[src/pkg/lwr_pkg.sv]
// Purpose: Shared constants and types for the low-frequency wake-up receiver control block.
// Assumes: 100 MHz system clock; registers are eight bits wide on a plain strobe port.
// Notes: The register offsets are local indices on the plain register port.
package lwr_pkg;

   // Register offsets.
   localparam logic [2:0] OFF_MODE = 3'h0;
   localparam logic [2:0] OFF_CFG = 3'h1;
   localparam logic [2:0] OFF_FLAG = 3'h2;
   localparam logic [2:0] OFF_RXBYTE = 3'h3;
   localparam logic [2:0] OFF_CODE_A0 = 3'h4;
   localparam logic [2:0] OFF_CODE_B1 = 3'h7;

   // Reset values.
   localparam logic [7:0] RST_MODE = 8'h00;
   localparam logic [7:0] RST_CFG = 8'h00;
   localparam logic [7:0] RST_FLAG = 8'h00;

   // Bit positions in the flag/status register.
   localparam int FB_DATA_READY = 7;
   localparam int FB_DATA_ACK = 6;
   localparam int FB_CARRIER = 5;
   localparam int FB_CARRIER_ACK = 4;
   localparam int FB_MATCH_B = 3;
   localparam int FB_MATCH_A = 2;
   localparam int FB_VIOLATION = 1;
   localparam int FB_IGNORE = 0;

   // Receive mode encodings.
   localparam logic [1:0] MODE_CARRIER = 2'h1;
   localparam logic [1:0] MODE_MANCHESTER = 2'h2;

   // Timing: the low and medium frequency time bases.
   localparam int CLK_PERIOD_NS = 10;
   localparam int LFO_PERIOD_NS = 1000000;
   localparam int MFO_PERIOD_NS = 8000;
   localparam int LFO_CYCLES = LFO_PERIOD_NS / CLK_PERIOD_NS;
   localparam int MFO_CYCLES = MFO_PERIOD_NS / CLK_PERIOD_NS;
   localparam int WIN_SHORT_US = 200;
   localparam int WIN_LONG_US = 2120;
   localparam int CARRIER_SHORT_US = 88;
   localparam int CARRIER_LONG_US = 176;
   localparam logic [8:0] WIN_SHORT_TICKS = 9'((WIN_SHORT_US * 1000 + MFO_PERIOD_NS - 1) / MFO_PERIOD_NS);
   localparam logic [8:0] WIN_LONG_TICKS = 9'((WIN_LONG_US * 1000 + MFO_PERIOD_NS - 1) / MFO_PERIOD_NS);
   localparam logic [4:0] CARRIER_SHORT_TICKS = 5'((CARRIER_SHORT_US * 1000 + MFO_PERIOD_NS - 1) / MFO_PERIOD_NS);
   localparam logic [4:0] CARRIER_LONG_TICKS = 5'((CARRIER_LONG_US * 1000 + MFO_PERIOD_NS - 1) / MFO_PERIOD_NS);

   // Synchronisation character that opens a Manchester frame (arbitrary value).
   localparam logic [7:0] SYNC_CHAR = 8'h96;

   typedef struct packed {
      logic [1:0] receive_mode_sel;
      logic min_carrier_length_sel;
      logic sample_window_length;
      logic [3:0] sample_interval_sel;
   } lwr_mode_t;

   typedef struct packed {
      logic detector_output_status;
      logic receiver_irq_enable;
      logic between_samples_status;
      logic off_time_sel;
      logic receiver_enable;
      logic wake_code_width_sel;
      logic sensitivity_sel;
      logic gain_readback_sel;
   } lwr_cfg_t;

   typedef enum logic [1:0] {
      SEQ_IDLE = 2'b00,
      SEQ_WAIT = 2'b01,
      SEQ_WIN = 2'b11
   } lwr_seq_t;

   typedef enum logic [1:0] {
      FR_HUNT = 2'b00,
      FR_ID = 2'b01,
      FR_DATA = 2'b11
   } lwr_frame_t;

endpackage : lwr_pkg

[src/hdl/lwr_code_mem.sv]
// Purpose: Four-byte store for the wake-up code bytes, usable as plain RAM.
// Assumes: One write port and one registered read port on the system clock.
// Notes: All entries are also exposed flat for the frame matcher.
`timescale 1ns/100ps
module lwr_code_mem
   import lwr_pkg::*;
#(
   parameter int DEPTH = 4,
   parameter int WIDTH = 8
) (
   // Clock and reset.
   input wire logic clk,
   input wire logic reset,
   // Write port.
   input wire logic wr_en,
   input wire logic [$clog2(DEPTH)-1:0] wr_addr,
   input wire logic [WIDTH-1:0] wr_data,
   // Read port.
   input wire logic [$clog2(DEPTH)-1:0] rd_addr,
   output logic [WIDTH-1:0] rd_q,
   output logic [DEPTH*WIDTH-1:0] contents
);

   logic [WIDTH-1:0] mem [DEPTH];
   logic [WIDTH-1:0] next_mem [DEPTH];

   genvar g;
   generate
      for (g = 0; g < DEPTH; g++) begin : g_entry
         always_comb begin
            next_mem[g] = (wr_en && wr_addr == g) ? wr_data : mem[g];
         end
         always_ff @(posedge clk or posedge reset) begin
            if (reset) begin
               mem[g] <= '0;
            end else begin
               mem[g] <= next_mem[g];
            end
         end
         assign contents[g*WIDTH +: WIDTH] = mem[g];
      end
   endgenerate

   always_ff @(posedge clk or posedge reset) begin
      if (reset) begin
         rd_q <= '0;
      end else begin
         rd_q <= mem[rd_addr];
      end
   end

endmodule : lwr_code_mem

[src/hdl/lwr_wakeup_ctrl.sv]
// Purpose: Control, sampling sequencer and status flags of the low-frequency wake-up receiver.
// Assumes: 100 MHz clock; detector and decoder signals arrive asynchronously from the front end.
// Notes: Time bases are one-cycle enables from dividers of the system clock.
//
// Function
// - Carrier detect mode ignores the wake-up code bytes completely.
// - The four wake-up code bytes are ordinary read/write storage.
// - The received byte register is read-only; writes do nothing.
// - Mode field bits 7:6 equal to 01 selects carrier detect operation.
// - Mode bit 5 picks minimum carrier length, 88 or 176 microseconds.
// - Mode bit 4 picks sample window length, 200 or 2120 microseconds.
// - Mode bits 3:0 pick the sampling interval; code 0101 means 32 ms.
// - With interrupt enable set, a valid carrier raises the wake interrupt.
// - Config bit 4 sets off-time between samples, one or two periods.
// - The receiver is active in sampling windows only while enable is 1.
// - Config bit 1 selects detector sensitivity, driven to the front end.
// - Flag register bit 5 reports carrier detected; software watches it.
// - Writing 1 to flag bit 4 clears the carrier flag; 0 does nothing.
// - With ignore bit 0 clear, the sampled detector output is used.
// - Config bit 7 and flag bits 7, 3, 2, 1 are read-only status.
// - Manchester mode accepts sync, identifier, data; only data reaches software.
// - Carrier flag sets when carrier lasts past the selected minimum length.
// - With ignore bit set, detector output is forced low during windows.
// - Writing 1 to data ack clears data ready and both match flags.
//
// Local design decisions: the register addresses and the plain strobed port.
`timescale 1ns/100ps
module lwr_wakeup_ctrl
   import lwr_pkg::*;
#(
   parameter int LFO_DIV = LFO_CYCLES,
   parameter int MFO_DIV = MFO_CYCLES
) (
   // Clock and reset.
   input wire logic clk,
   input wire logic reset,
   // Register port.
   input wire logic [2:0] reg_addr,
   input wire logic [7:0] reg_wdata,
   input wire logic reg_wr,
   input wire logic reg_rd,
   output logic [7:0] reg_rdata,
   // Analogue front end.
   input wire logic detector_out,
   input wire logic dec_bit,
   input wire logic dec_bit_strobe,
   input wire logic dec_violation,
   output logic receiver_active,
   output logic high_sensitivity,
   // Wake request to the CPU.
   output logic lf_wake_irq
);

   lwr_mode_t mode, next_mode;
   lwr_cfg_t cfg, next_cfg;
   logic [7:0] flags, next_flags;
   logic [7:0] rx_byte, next_rx_byte;
   logic [7:0] reg_q, next_reg_q;
   logic mem_sel, next_mem_sel;
   logic irq_q, rx_on_q, sens_q;
   logic [31:0] codes;
   logic [7:0] mem_q;

   // Two-flop synchronisers for the front-end signals.
   logic [3:0] sync_meta, sync_q;
   logic strobe_d;
   logic det_s, bit_s, strobe_s, viol_s, det_eff, bit_evt;
   always_ff @(posedge clk or posedge reset) begin
      if (reset) begin
         sync_meta <= '0;
         sync_q <= '0;
         strobe_d <= 1'b0;
      end else begin
         sync_meta <= {dec_violation, dec_bit_strobe, dec_bit, detector_out};
         sync_q <= sync_meta;
         strobe_d <= sync_q[2];
      end
   end
   assign det_s = sync_q[0];
   assign bit_s = sync_q[1];
   assign strobe_s = sync_q[2];
   assign viol_s = sync_q[3];
   assign bit_evt = strobe_s & ~strobe_d;

   // Time-base dividers.
   logic [16:0] lfo_div, next_lfo_div;
   logic [9:0] mfo_div, next_mfo_div;
   logic lfo_tick, mfo_tick;
   always_comb begin
      lfo_tick = (lfo_div == 17'(LFO_DIV - 1));
      mfo_tick = (mfo_div == 10'(MFO_DIV - 1));
      next_lfo_div = lfo_tick ? '0 : lfo_div + 17'h1;
      next_mfo_div = mfo_tick ? '0 : mfo_div + 10'h1;
   end

   // Sampling sequencer.
   lwr_seq_t seq, next_seq;
   logic [16:0] per_cnt, next_per_cnt, per_target;
   logic [8:0] win_cnt, next_win_cnt, win_ticks;
   logic [4:0] car_cnt, next_car_cnt, car_ticks;
   logic mode_ok, carrier_mode, manch_mode, set_carrier;
   always_comb begin
      carrier_mode = (mode.receive_mode_sel == MODE_CARRIER);
      manch_mode = (mode.receive_mode_sel == MODE_MANCHESTER);
      mode_ok = carrier_mode | manch_mode;
      per_target = (17'h1 << mode.sample_interval_sel) << cfg.off_time_sel;
      win_ticks = mode.sample_window_length ? WIN_LONG_TICKS : WIN_SHORT_TICKS;
      car_ticks = mode.min_carrier_length_sel ? CARRIER_LONG_TICKS : CARRIER_SHORT_TICKS;
      // The ignore bit blanks the detector for the whole window.
      det_eff = det_s & ~flags[FB_IGNORE];
      next_seq = seq;
      next_per_cnt = per_cnt;
      next_win_cnt = win_cnt;
      next_car_cnt = car_cnt;
      set_carrier = 1'b0;
      case (seq)
         SEQ_IDLE: begin
            next_per_cnt = '0;
            if (cfg.receiver_enable && mode_ok) begin
               next_seq = SEQ_WAIT;
            end
         end
         SEQ_WAIT: begin
            if (lfo_tick) begin
               if (per_cnt + 17'h1 >= per_target) begin
                  next_seq = SEQ_WIN;
                  next_win_cnt = '0;
                  next_car_cnt = '0;
               end else begin
                  next_per_cnt = per_cnt + 17'h1;
               end
            end
         end
         SEQ_WIN: begin
            if (mfo_tick) begin
               if (carrier_mode && det_eff) begin
                  if (car_cnt == car_ticks - 5'h1) begin
                     set_carrier = 1'b1;
                  end
                  if (car_cnt != 5'h1f) begin
                     next_car_cnt = car_cnt + 5'h1;
                  end
               end else begin
                  next_car_cnt = '0;
               end
               if (win_cnt == win_ticks - 9'h1) begin
                  next_seq = SEQ_WAIT;
                  next_per_cnt = '0;
               end else begin
                  next_win_cnt = win_cnt + 9'h1;
               end
            end
         end
         default: next_seq = SEQ_IDLE;
      endcase
      // Dropping the enable stops sampling at once, whatever the phase.
      if (!cfg.receiver_enable || !mode_ok) begin
         next_seq = SEQ_IDLE;
      end
   end

   // Manchester frame receiver: sync character, identifier, then data bytes.
   lwr_frame_t frame, next_frame;
   logic [15:0] shift, next_shift;
   logic [4:0] bit_cnt, next_bit_cnt;
   logic set_match_a, set_match_b, set_data, set_viol;
   logic [15:0] code_a, code_b;
   logic [4:0] id_len;
   always_comb begin
      code_a = cfg.wake_code_width_sel ? codes[15:0] : {8'h00, codes[7:0]};
      code_b = cfg.wake_code_width_sel ? codes[31:16] : {8'h00, codes[23:16]};
      id_len = cfg.wake_code_width_sel ? 5'd16 : 5'd8;
      next_frame = frame;
      next_shift = shift;
      next_bit_cnt = bit_cnt;
      next_rx_byte = rx_byte;
      set_match_a = 1'b0;
      set_match_b = 1'b0;
      set_data = 1'b0;
      set_viol = 1'b0;
      // The matcher runs only in Manchester mode, so code bytes never touch carrier detection.
      if (seq != SEQ_WIN || !manch_mode) begin
         next_frame = FR_HUNT;
         next_bit_cnt = '0;
      end else if (viol_s && frame != FR_HUNT) begin
         set_viol = 1'b1;
         next_frame = FR_HUNT;
         next_bit_cnt = '0;
      end else if (bit_evt) begin
         next_shift = {shift[14:0], bit_s};
         next_bit_cnt = bit_cnt + 5'h1;
         case (frame)
            FR_HUNT: begin
               if (next_shift[7:0] == SYNC_CHAR) begin
                  next_frame = FR_ID;
                  next_bit_cnt = '0;
               end
            end
            FR_ID: begin
               if (next_bit_cnt == id_len) begin
                  next_bit_cnt = '0;
                  next_frame = FR_HUNT;
                  if ((next_shift & ~(16'hffff << id_len)) == code_a) begin
                     set_match_a = 1'b1;
                     next_frame = FR_DATA;
                  end
                  if ((next_shift & ~(16'hffff << id_len)) == code_b) begin
                     set_match_b = 1'b1;
                     next_frame = FR_DATA;
                  end
               end
            end
            FR_DATA: begin
               if (next_bit_cnt == 5'd8) begin
                  next_bit_cnt = '0;
                  next_rx_byte = next_shift[7:0];
                  set_data = 1'b1;
               end
            end
            default: next_frame = FR_HUNT;
         endcase
      end
   end

   // Register writes and status flags; a hardware set wins over a clear.
   logic wr_mode, wr_cfg, wr_flag, wr_code, clr_data, clr_car;
   always_comb begin
      wr_mode = reg_wr && reg_addr == OFF_MODE;
      wr_cfg = reg_wr && reg_addr == OFF_CFG;
      wr_flag = reg_wr && reg_addr == OFF_FLAG;
      wr_code = reg_wr && reg_addr >= OFF_CODE_A0 && reg_addr <= OFF_CODE_B1;
      clr_data = wr_flag && reg_wdata[FB_DATA_ACK];
      clr_car = wr_flag && reg_wdata[FB_CARRIER_ACK];
      next_mode = wr_mode ? lwr_mode_t'(reg_wdata) : mode;
      next_cfg = wr_cfg ? lwr_cfg_t'(reg_wdata) : cfg;
      // Status bits of the config register are never stored from a write.
      next_cfg.detector_output_status = det_s;
      next_cfg.between_samples_status = (next_seq == SEQ_WAIT);
      next_flags = flags;
      next_flags[FB_DATA_ACK] = 1'b0;
      next_flags[FB_CARRIER_ACK] = 1'b0;
      next_flags[FB_DATA_READY] = (flags[FB_DATA_READY] & ~clr_data) | set_data;
      next_flags[FB_MATCH_A] = (flags[FB_MATCH_A] & ~clr_data) | set_match_a;
      next_flags[FB_MATCH_B] = (flags[FB_MATCH_B] & ~clr_data) | set_match_b;
      next_flags[FB_CARRIER] = (flags[FB_CARRIER] & ~clr_car) | set_carrier;
      next_flags[FB_VIOLATION] = (flags[FB_VIOLATION] & ~clr_data & cfg.receiver_enable)
         | set_viol;
      if (wr_flag) begin
         next_flags[FB_IGNORE] = reg_wdata[FB_IGNORE];
      end
      // Read path; the received byte register has no write decode at all.
      next_mem_sel = reg_rd && reg_addr >= OFF_CODE_A0;
      next_reg_q = 8'h00;
      if (reg_rd) begin
         if (reg_addr == OFF_MODE) begin
            next_reg_q = mode;
         end else if (reg_addr == OFF_CFG) begin
            next_reg_q = cfg;
         end else if (reg_addr == OFF_FLAG) begin
            next_reg_q = flags;
         end else if (reg_addr == OFF_RXBYTE) begin
            next_reg_q = rx_byte;
         end
      end
   end

   lwr_code_mem #(
      .DEPTH(4),
      .WIDTH(8)
   ) u_code_mem (
      .clk(clk),
      .reset(reset),
      .wr_en(wr_code),
      .wr_addr(reg_addr[1:0]),
      .wr_data(reg_wdata),
      .rd_addr(reg_addr[1:0]),
      .rd_q(mem_q),
      .contents(codes)
   );

   always_ff @(posedge clk or posedge reset) begin
      if (reset) begin
         lfo_div <= '0;
         mfo_div <= '0;
         seq <= SEQ_IDLE;
         per_cnt <= '0;
         win_cnt <= '0;
         car_cnt <= '0;
         frame <= FR_HUNT;
         shift <= '0;
         bit_cnt <= '0;
         rx_byte <= '0;
         mode <= lwr_mode_t'(RST_MODE);
         cfg <= lwr_cfg_t'(RST_CFG);
         flags <= RST_FLAG;
         reg_q <= '0;
         mem_sel <= 1'b0;
         irq_q <= 1'b0;
         rx_on_q <= 1'b0;
         sens_q <= 1'b0;
      end else begin
         lfo_div <= next_lfo_div;
         mfo_div <= next_mfo_div;
         seq <= next_seq;
         per_cnt <= next_per_cnt;
         win_cnt <= next_win_cnt;
         car_cnt <= next_car_cnt;
         frame <= next_frame;
         shift <= next_shift;
         bit_cnt <= next_bit_cnt;
         rx_byte <= next_rx_byte;
         mode <= next_mode;
         cfg <= next_cfg;
         flags <= next_flags;
         reg_q <= next_reg_q;
         mem_sel <= next_mem_sel;
         irq_q <= cfg.receiver_irq_enable & (flags[FB_CARRIER] | flags[FB_DATA_READY]);
         rx_on_q <= (next_seq == SEQ_WIN);
         sens_q <= cfg.sensitivity_sel;
      end
   end

   // Both read sources are registers; only the final select follows them.
   assign reg_rdata = mem_sel ? mem_q : reg_q;
   assign lf_wake_irq = irq_q;
   assign receiver_active = rx_on_q;
   assign high_sensitivity = sens_q;

   property p_carrier_set;
      @(posedge clk) disable iff (reset)
      (seq == SEQ_WIN && mfo_tick && carrier_mode && det_eff && car_cnt == car_ticks - 5'h1)
         |=> flags[FB_CARRIER];
   endproperty
   a_carrier_set: assert property (p_carrier_set) else $error("carrier flag not set");

   property p_carrier_ack;
      @(posedge clk) disable iff (reset)
      (clr_car && !set_carrier) |=> !flags[FB_CARRIER];
   endproperty
   a_carrier_ack: assert property (p_carrier_ack) else $error("carrier ack failed");

   property p_data_ack;
      @(posedge clk) disable iff (reset)
      (clr_data && !set_data && !set_match_a && !set_match_b)
         |=> !flags[FB_DATA_READY] && !flags[FB_MATCH_A] && !flags[FB_MATCH_B];
   endproperty
   a_data_ack: assert property (p_data_ack) else $error("data ack failed");

   property p_irq;
      @(posedge clk) disable iff (reset)
      (cfg.receiver_irq_enable && flags[FB_CARRIER]) |=> lf_wake_irq;
   endproperty
   a_irq: assert property (p_irq) else $error("wake interrupt missing");

   property p_enable_off;
      @(posedge clk) disable iff (reset)
      !cfg.receiver_enable |=> !receiver_active ##1 !receiver_active;
   endproperty
   a_enable_off: assert property (p_enable_off) else $error("receiver active while off");

   property p_rx_readonly;
      @(posedge clk) disable iff (reset)
      (reg_wr && reg_addr == OFF_RXBYTE && !set_data) |=> $stable(rx_byte);
   endproperty
   a_rx_readonly: assert property (p_rx_readonly) else $error("received byte written");

   property p_ack_reads_zero;
      @(posedge clk) disable iff (reset)
      (reg_rd && reg_addr == OFF_FLAG) |=> !reg_rdata[FB_DATA_ACK] && !reg_rdata[FB_CARRIER_ACK];
   endproperty
   a_ack_reads_zero: assert property (p_ack_reads_zero) else $error("ack bit read as 1");

   property p_window_end;
      @(posedge clk) disable iff (reset)
      (seq == SEQ_WIN && mfo_tick && win_cnt == win_ticks - 9'h1 && cfg.receiver_enable)
         |=> seq == SEQ_WAIT && !receiver_active;
   endproperty
   a_window_end: assert property (p_window_end) else $error("window length wrong");

   property p_no_match_in_carrier;
      @(posedge clk) disable iff (reset)
      carrier_mode |-> !set_match_a && !set_match_b && !set_data;
   endproperty
   a_no_match_in_carrier: assert property (p_no_match_in_carrier) else $error("code used");

endmodule : lwr_wakeup_ctrl

[config.mk]
export PLATFORM = sky130hd
export DESIGN_NAME = lwr_wakeup_ctrl
export DESIGN_NICKNAME = d
export VERILOG_FILES = /design/src/pkg/lwr_pkg.sv /design/src/hdl/lwr_code_mem.sv /design/src/hdl/lwr_wakeup_ctrl.sv
export SDC_FILE = /design/constraint.sdc
export NUM_CORES = 1
export LEC_CHECK = 0
export ABC_AREA = 1
export CORE_ASPECT_RATIO = 1.2
export CORE_MARGIN = 1.5
export CORE_UTILIZATION = 30
export CTS_BUF_LIST = sky130_fd_sc_hd__clkbuf_16
export CTS_CLUSTER_DIAMETER = 150
export DETAILED_ROUTE_END_ITERATION = 10
export DONT_BUFFER_PORTS = 1
export GPL_ROUTABILITY_DRIVEN = 0
export PLACE_DENSITY = 0.43
export SLEW_MARGIN = 20
export SYNTH_ARGS = -nofsm -noshare
export SYNTH_HDL_FRONTEND = slang
export SYNTH_SLANG_ARGS = --single-unit
[constraint.sdc]
create_clock -name clk -period 11 [get_ports clk]
set_clock_uncertainty 0.2 [all_clocks]
set_input_delay 1.1 -clock clk [delete_from_list [all_inputs] [get_ports clk]]
set_output_delay 1.1 -clock clk [all_outputs]
set_load 0.05 [all_outputs]
* Word level (Yosys, flattened, before mapping) *
Index checks and enable logic that the tools add are counted.

word-level totals
  flip-flop bits (word level) = 173
  bits of input ports = 19
  output and inout port bits = 11
  logic and storage cells = 223

operators by class
  $add $sub $neg = 8
  magnitude comparators = 4
  equality and inequality tests = 35
  shift-type cells = 3
  muxes and demuxes = 77
  bitwise logic cells = 25
  reduce and logical (&&, ||, !) cells = 34

operators with widths
  kind                   count
  $mux 17                5
  $mux 5                 13
  $mux 8                 8
  $pmux 17 s3            1
  $mux 9                 5
  $add 17x1->17 const B  2
  $eq 16x16->1           2
  $mux 16                2
  $mux 2                 13
  $mux 1                 23
  $reduce_and 5->1       4
  $pmux 9 s2             1
  $eq 17x17->1 const B   1
  $ge 17x17->1           1
  $shl 1x4->17 const A   1
  $shl 17x1->17          1
  $and 16x16->16         1
  $bmux 8 s2             1
  $not 16->16            1
  $shl 16x5->16 const A  1
  $logic_and 1x1->1      15
  $pmux 5 s3             1
  $ne 2x2->1 const B     7
  $eq 2x2->1 const B     6
  33 further kinds       70

* Logic depth before layout (Yosys ltp) *
Gate-level depths: netlist of run 1.

  depth in word-level cells = 12
  depth in mapped cells = 20
  mapped depth without buffers = 19

* Cells and area by module *
Synthesis of run 1 repeated with hierarchy kept, for this count alone.

unflattened totals
  cells, all modules = 1280
  area, all modules = 10049.6 µm²

modules (own cells, without submodules)
  module           instances  cells an instance  area each (µm²)  seq. area each (µm²)
  lwr_wakeup_ctrl  1          1036               8055.2           3328.2
  lwr_code_mem     1          244                1994.4           1001.0

* Worst setup path before layout of run 1 *
OpenSTA, ideal clock, no wires.

  path type = register to register
  start = register per_cnt[0]
  end = register per_cnt[5]
  setup time = 117 ps
  arrival = 2615 ps
  required time = 10683 ps
  path slack = 8068 ps
  cell stages (with the launch flop) = 21
  buffers on the path = 1
  period minus slack after synthesis = 2932 ps
  cell sequence = dfrtp_1 -> ha_1 -> nand3_1 -> nor3_1 -> nand3_1 -> xor2_1 -> inv_1 -> ha_1 -> nand2_1 -> inv_1 -> nand2_1 -> nor2_1 -> nand3_1 -> nand2_1 -> nor2_1 -> nand2_1 -> nand2_2 -> nand3_4 -> buf_6 -> nand2_1 -> nand2_1

between the ends
  cells in the longest elaborated chain, start to end = 4
  elaborated cells between the ends (all ways) = 7
  those cells by class = add/sub: 1; order compare: 1; eq/ne: 1; mux: 3; reduce/logical: 1

RTL lines
  element                                                           RTL line                                        text
  start, declared                                                   lwr_wakeup_ctrl.sv:98                           logic [16:0] per_cnt, next_per_cnt, per_target;
  start signal, assigned                                            lwr_wakeup_ctrl.sv:305                          per_cnt <= next_per_cnt;
  $add 17x1->17 *                                                   lwr_wakeup_ctrl.sv:125, lwr_wakeup_ctrl.sv:130
  $ge 17x17->1 or $mux 17 (tied branches)                           lwr_wakeup_ctrl.sv:125                          if (per_cnt + 17'h1 >= per_target) begin
  $ne 2x2->1 (no source line) or $mux 17 (tied branches)            n/a
  $reduce_and 5->1 (no source line) or $pmux 17 s3 (tied branches)  n/a

Every way passes the cells marked *; elsewhere a longest branch is shown, timed or not. The select of a mux whose other input is x is not followed.
A chain may end at the register's enable or synchronous reset.

* Worst setup path after layout of run 1 *
  start = register per_cnt[0]
  end = register per_cnt[6]

Same word-level chain as after synthesis.

==> metrics.md, run 1 <==
| Metric | Value |
|---|---|
| Status | `finished, final reports clean` |
| Fmax | `0.2856 GHz` |
| Area grow syn2layout | `9.857%` |
| Met2 usage | `26.91%` |
| Worst endpoint required time | `11130 ps` |
| CP bufs+invs | `0` |
| Period utilisation layout | `31.83%` |
| Mapped cell area | `0.009432 mm²` |
| CP max stage delay | `420 ps` |
| Final nets | `1216` |
| Reg2reg end | `per_cnt[6]` |
| GRT Overall Usage | `16.09%` |
| Chip width | `164.9 µm` |
| Vias | `7638` |
| Cells after Synth | `1184` |
| Worst-Margin Slew | `841.5 ps` |
| Fin Setup TNS | `0 ps` |
| Origin of the worst setup path | `per_cnt[0]` |
| Synth cell types | `47` |
| Drt first pass iters | `5` |
| Crit-path max FO | `18` |
| Hold Crit Class | `reg -> reg` |
| Critical Path End Type | `register` |
| DIE AREA | `0.03252 mm²` |
| Final hold violations | `0` |
| Top cell type's share of synthesized area | `45.90%` |
| Net Count, Synth | `1230` |
| # DRC | `0` |
| Crit path max-delay family | `simple AND/OR/NAND/NOR gates` |
| Initial Utilization | `30.68%` |
| DP HPWL | `17880 µm` |
| Worst skew pair latency | `440 ps` |
| CTS tree | `built` |
| Slowest cell on the critical path | `dfrtp_1` |
| Post-synth top area cell | `dfrtp_1` |
| Final ANT Viol Nets | `0` |
| Final core occ | `33.70%` |
| Max-slew violations | `0` |
| Drt initial violations | `540` |
| Ratio of cells with drive above 1 in the final layout | `6.002%` |
| Vias per cell | `4.834` |
| # H-tree levels | `4` |
| CTS Hold Buffers Added | `0` |
| Crit path time final | `3502 ps` |
| Async S/R FF share, synth | `100.0%` |
| CP cell instances | `ha_1, nand3_1, nor3_1, nand3_1, xnor2_1, ha_1, nand4_1, or2_0, nand3_1, nor2_1, nand2_1, nand2_2, nand3_4, nand2_1, nand2_1` |
| FP Rows | `70` |
| GR Util met3 | `3.443%` |
| Unrepaired setup endpoints after global routing | `false` |
| Reg-to-Reg Start | `per_cnt[0]` |
| Crit path kind | `reg -> reg` |
| Die H | `197.2 µm` |
| GRT overflow | `0` |
| Met1 Use GR | `21.03%` |
| Worst setup endpoint | `per_cnt[6]` |
| Power Total | `0.001542 W` |
| Count of cells resized by post-cts repair | `0` |
| CTS Buf Count | `17` |
| #FFs+latches synth | `173` |
| CTS Buffer Depth | `2` |
| Most Used Layer, Global Route | `met2` |
| Port Buffer Count | `0` |
| Final worst slack | `7498 ps` |
| Post-synth top flop | `dfrtp_1` |
| Core area | `0.03074 mm²` |
| Hold Path Stages | `0` |
| First-pass GRT wire length | `40630 µm` |
| WL final | `24580 µm` |
| Clock sink count | `173` |
| Clk slew on worst S/H paths | `70 ps` |
| WP data arrival | `3630 ps` |
| CTS root buffer | `clkbuf_16` |
| Post-synthesis sequential area ratio | `45.90%` |
| Mean Syn Cell Area | `7.966 µm²` |
| Crit path depth | `15` |
| Top post-synthesis cells by area | `dfrtp_1 (46%), nand2_1 (11%), o21ai_0 (5.8%)` |
| Post-CTS setup buffers | `0` |
| Leak | `4.944 nW` |
| Worst R2R Path Depth | `15` |
| Io pins | `30` |
| Worst-case vdd ir drop | `107.8 µV` |
| Vias in the first global route | `7576` |
| R2R Setup Slk | `7500 ps` |
| Largest net degree at the start of global routing | `116` |
| Max-slew headroom at the worst pin | `43.90%` |
| CP startpoint kind | `register` |
| Post-synth EDFFs | `0` |
| Yosys Warn Count | `0` |
| WL/cell | `15.55 µm` |
| Final setup fails | `0` |
| Setup WS pre-CTS | `7532 ps` |
| Max cap viols | `0` |
| PwrDens | `148.8 mW/mm²` |
| Initial antenna violation count | `0` |
[state kept, by name (all words and copies together), names as in the netlist, 6 cells and up]
register	flops
u_code_mem.contents	32
lfo_div	17
per_cnt	17
shift	15
mfo_div	10
win_cnt	9
cfg	8
mode	8
reg_q	8
rx_byte	8
u_code_mem.rd_q	8
flags	6
[kinds of logic after synthesis]
group / count (synthesis) / synth area share (%)
compound gates: 170 / 10.16
xor+xnor: 45 / 4.179
fa+ha+maj: 27 / 3.582
buf+inv: 179 / 7.389
flops: 173 / 45.90
mux: 9 / 1.061
simple gates: 581 / 27.73
[through the flow]
step	cells	hold slack (ps)	area, µm²
after floorplan	1184	131.2	9432
after global routing	1579	158.9	10360
after global placement	1547	134.6	9793
after CTS	1579	154.1	10350
after detailed placement	1547	137.2	9793
final	1580	151.3	10360
[worst register-to-register path, cell delays in order, from the launching register on]
cell and delay, ps:
dfrtp_1 420, ha_1 210, nand3_1 140, nor3_1 380, nand3_1 160, xnor2_1 240
ha_1 280, nand4_1 150, or2_0 130, nand3_1 80, nor2_1 160, nand2_1 110
nand2_2 300, nand3_4 270, nand2_1 120, nand2_1 60
[cell usage in the layout (no fill, tap or decap), drive strengths merged, types with 25 or more instances in the layout]
cell	n
nand2	290
dfrtp	173
inv	151
o21ai	119
nor2	106
nand3	87
nand4	55
xor2	37
ha	27
nor3	25
[per-layer routing]
layer / routed length, µm / vias up
li1: - / 3891
met1: 11380 / 3610
met2: 12040 / 124
met3: 920 / 13
met4: 236 / 0
met5: 0 / -
[how the worst min path moves through the flow]
stage	startpoint	endpoint	slack (ps)
finish	sync_meta[0]	sync_q[0]	150
global route	sync_meta[0]	sync_q[0]	160
CTS	sync_meta[0]	sync_q[0]	150
detailed placement	sync_meta[0]	sync_q[0]	140
global placement	sync_meta[1]	sync_q[1]	130
floorplan	sync_meta[0]	sync_q[0]	130
[synthesized netlist by cell type, types with 4 or more instances]
cell / count
nor4_1: 9
inv_2: 4
a21oi_1: 19
xor2_1: 37
dfrtp_1: 173
xnor2_1: 8
mux2_2: 8
o21ai_0: 109
inv_1: 139
ha_1: 27
clkbuf_1: 22
nand3_1: 83
nand2_1: 285
o21ai_1: 8
nor3_1: 20
nor2_1: 101
a22oi_1: 14
nor3_2: 5
buf_2: 8
nand2_2: 5
nand4_1: 55
o211ai_1: 4
[cell type report]
type | instances | area [µm²]
Fill cell | 3224 | 20380
Multi-Input combinational cell | 832 | 4408
Sequential cell | 173 | 4330
Inverter | 144 | 548.0
Tap cell | 396 | 495.5
Clock buffer | 17 | 425.4
Clock inverter | 15 | 136.4
Timing Repair Buffer | 2 | 15.01
Antenna cell | 1 | 2.502
[power breakdown]
part / switching [W] / internal [W] / total [W]
Clock: 0.000281 / 0.000316 / 0.000597
Combinational: 0.000138 / 0.0000644 / 0.000202
Sequential: 0.0000604 / 0.000683 / 0.000743
Total: 0.000478 / 0.00106 / 0.00154
(Power assumes the default switching activity.)
==> inputs of run 2 (changes only) <==
- PLACE_DENSITY: 0.43 -> 0.44
- clock period: 11 -> 3.2 ns (I/O delays scaled with it)
==> run 2 against run 1 <==
Net effect: critical path depth rose by 2; setup slack worse by 7300 ps; non-clock buffer count rose by 48; routed wire length increased by 3.4%; core utilization grew 2.0 points; critical path type unchanged.
==> metrics.md, run 2 (same netlist as run 1, synthesis figures left out) <==
| Metric | Value |
|---|---|
| Diodes inserted | `0 (-1)` |
| Status | `finished, final reports clean` |
| DIE AREA | `0.03252 mm² (unchanged)` |
| Final setup fails | `0 (unchanged)` |
| Worst-case vdd ir drop | `282.6 µV (+160%)` |
| Final ANT Viol Nets | `0 (unchanged)` |
| Final nets | `1267 (+4.2%)` |
| Most frequent cells in the layout | `nand2_1 (283), dfrtp_1 (171), inv_1 (141), o21ai_0 (109), nor2_1 (97)` |
| Chip width | `164.9 µm (unchanged)` |
| Initial Utilization | `30.68% (unchanged)` |
| Vias per cell | `4.791 (-0.90%)` |
| Final hold violations | `0 (unchanged)` |
| CTS Buffer Depth | `2 (unchanged)` |
| Core area | `0.03074 mm² (unchanged)` |
| GRT Overall Usage | `16.62% (+0.53 points)` |
| Final worst slack | `162.8 ps (-7335 ps)` |
| CP max stage delay | `430 ps (about the same)` |
| WP data arrival | `3210 ps (-420 ps)` |
| Hold Path Stages | `2 (+2)` |
| Fmax | `0.3293 GHz (+15%)` |
| Drt first pass iters | `5 (unchanged)` |
| Worst endpoint required time | `3370 ps (-7760 ps)` |
| Worst R2R Path Depth | `17 (+2)` |
| Leak | `5.274 nW (+6.7%)` |
| PwrDens | `493.6 mW/mm² (+230%)` |
| Io pins | `30 (unchanged)` |
| Setup WS pre-CTS | `82.93 ps (-7449 ps)` |
| Worst skew pair latency | `440 ps (about the same)` |
| Critical Path End Type | `register` |
| Crit path depth | `17 (+2)` |
| Drt initial violations | `393 (-27%)` |
| CP cell instances | `ha_4, nand3_4, nor3_4, buf_4, buf_4, xor2_1, ha_1, a21oi_1, nor2_1, nor2_1, nand3_1, nand2_1, nand2_2, nand2_4, clkbuf_16, nand4_1, nand2_1` |
| Crit path kind | `reg -> reg` |
| # DRC | `0 (unchanged)` |
| WL/cell | `15.60 µm (+0.27%)` |
| Vias | `7809 (+2.2%)` |
| WL final | `25420 µm (+3.4%)` |
| Initial antenna violation count | `0 (unchanged)` |
| CP bufs+invs | `3 (+3)` |
| GRT overflow | `0 (unchanged)` |
| Ratio of cells with drive above 1 in the final layout | `9.643% (+3.6 points)` |
| Crit-path max FO | `8 (-10)` |
| FP Rows | `70 (unchanged)` |
| Area grow syn2layout | `16.53%` |
| Clock sink count | `173 (unchanged)` |
| DP HPWL | `18440 µm (+3.1%)` |
| Period utilisation layout | `94.91% (+63 points)` |
| Clk slew on worst S/H paths | `70 ps (about the same)` |
| Commonest non-fill, non-tap cell in the layout | `nand2_1` |
| Crit path time final | `3037 ps (-464.6 ps)` |
| Vias in the first global route | `7791 (+2.8%)` |
| Final core occ | `35.75% (+2.0 points)` |
| Largest net degree at the start of global routing | `42 (-64%)` |
| CTS root buffer | `clkbuf_16` |
| CP startpoint kind | `register` |
| Worst-Margin Slew | `978.6 ps (+137.1 ps)` |
| Port Buffer Count | `0 (unchanged)` |
| First-pass GRT wire length | `41750 µm (+2.7%)` |
| CTS tree | `built` |
| Max-slew violations | `0 (unchanged)` |
| Hold Crit Class | `in -> reg` |
| Crit path max-delay family | `simple AND/OR/NAND/NOR gates` |
| Die H | `197.2 µm (unchanged)` |
| Max-slew headroom at the worst pin | `34.52% (-9.4 points)` |
| # H-tree levels | `4 (unchanged)` |
| Max reg flops | `32 (unchanged)` |
| CTS Buf Count | `17 (unchanged)` |
| Max cap viols | `0 (unchanged)` |
| Slowest cell on the critical path | `dfrtp_1` |
## run 2: final timing paths
kind                               from                       to  slack [ps]
max                          per_cnt[1]               per_cnt[8]         160
min                        reg_wdata[4]  u_code_mem.contents[20]           6
max reg2reg                  per_cnt[1]               per_cnt[8]         160
min reg2reg                sync_meta[2]                sync_q[2]         150
max in group asynchronous         reset  u_code_mem.contents[25]        1650
min in group asynchronous         reset              lfo_div[11]         350
## run 2: what timing repair did
action	CTS	global route
endpoints found under the hold margin	72	0
hold buffers	17	0
endpoints found under the setup margin	0	34
setup buffers	0	6
gates resized for setup	0	28
## run 2: worst reg2reg max path, stage by stage (launching register included)
cell and delay [ps]:
dfrtp_1 430, ha_4 180, nand3_4 100, nor3_4 210, buf_4 140, buf_4 90, xor2_1 280, ha_1 300
a21oi_1 130, nor2_1 50, nor2_1 80, nand3_1 90, nand2_1 110, nand2_2 80, nand2_4 150, clkbuf_16 190
nand4_1 70, nand2_1 100
## run 2: through the flow
step                setup TNS [ps]  hold slack, ps  cell area, µm²  instances  power, W
floorplan                        0           131.2            9435       1184  0.003094
CTS                              0           8.118           10770       1620  0.005482
global route                -40.67           29.41           10990       1630  0.005732
finish                           0           6.190           10990       1630  0.005425
detailed placement               0           136.5           10020       1571  0.003357
global placement                 0           132.3           10020       1571  0.003350
## run 2: layout make-up
| class | count | area, µm² |
|---|---|---|
| clock buffers | 17 | 425.4 |
| clock inverters | 15 | 150.1 |
| fillers | 3242 | 19750 |
| inverters | 144 | 544.3 |
| multi-input cells | 835 | 4546 |
| flip-flops and latches | 173 | 4332 |
| well taps | 396 | 495.5 |
| repair buffers | 50 | 498.0 |
## run 2: routing by layer
metal,wire length [µm],vias to the layer above,track usage [%]
met5,0,-,0
met2,12560,98,28.04
li1,-,3981,-
met4,365,0,5.005
met1,11640,3707,21.37
met3,850,23,3.233
## run 2: report_power, final
| part | leakage [nW] | total, W | switching [W] | internal (W) |
|---|---|---|---|---|
| clock | 0.285 | 0.00208 | 0.000929 | 0.00115 |
| combinational | 2.72 | 0.000841 | 0.000561 | 0.000281 |
| sequential | 2.27 | 0.00251 | 0.000157 | 0.00235 |
| total | 5.27 | 0.00542 | 0.00165 | 0.00378 |
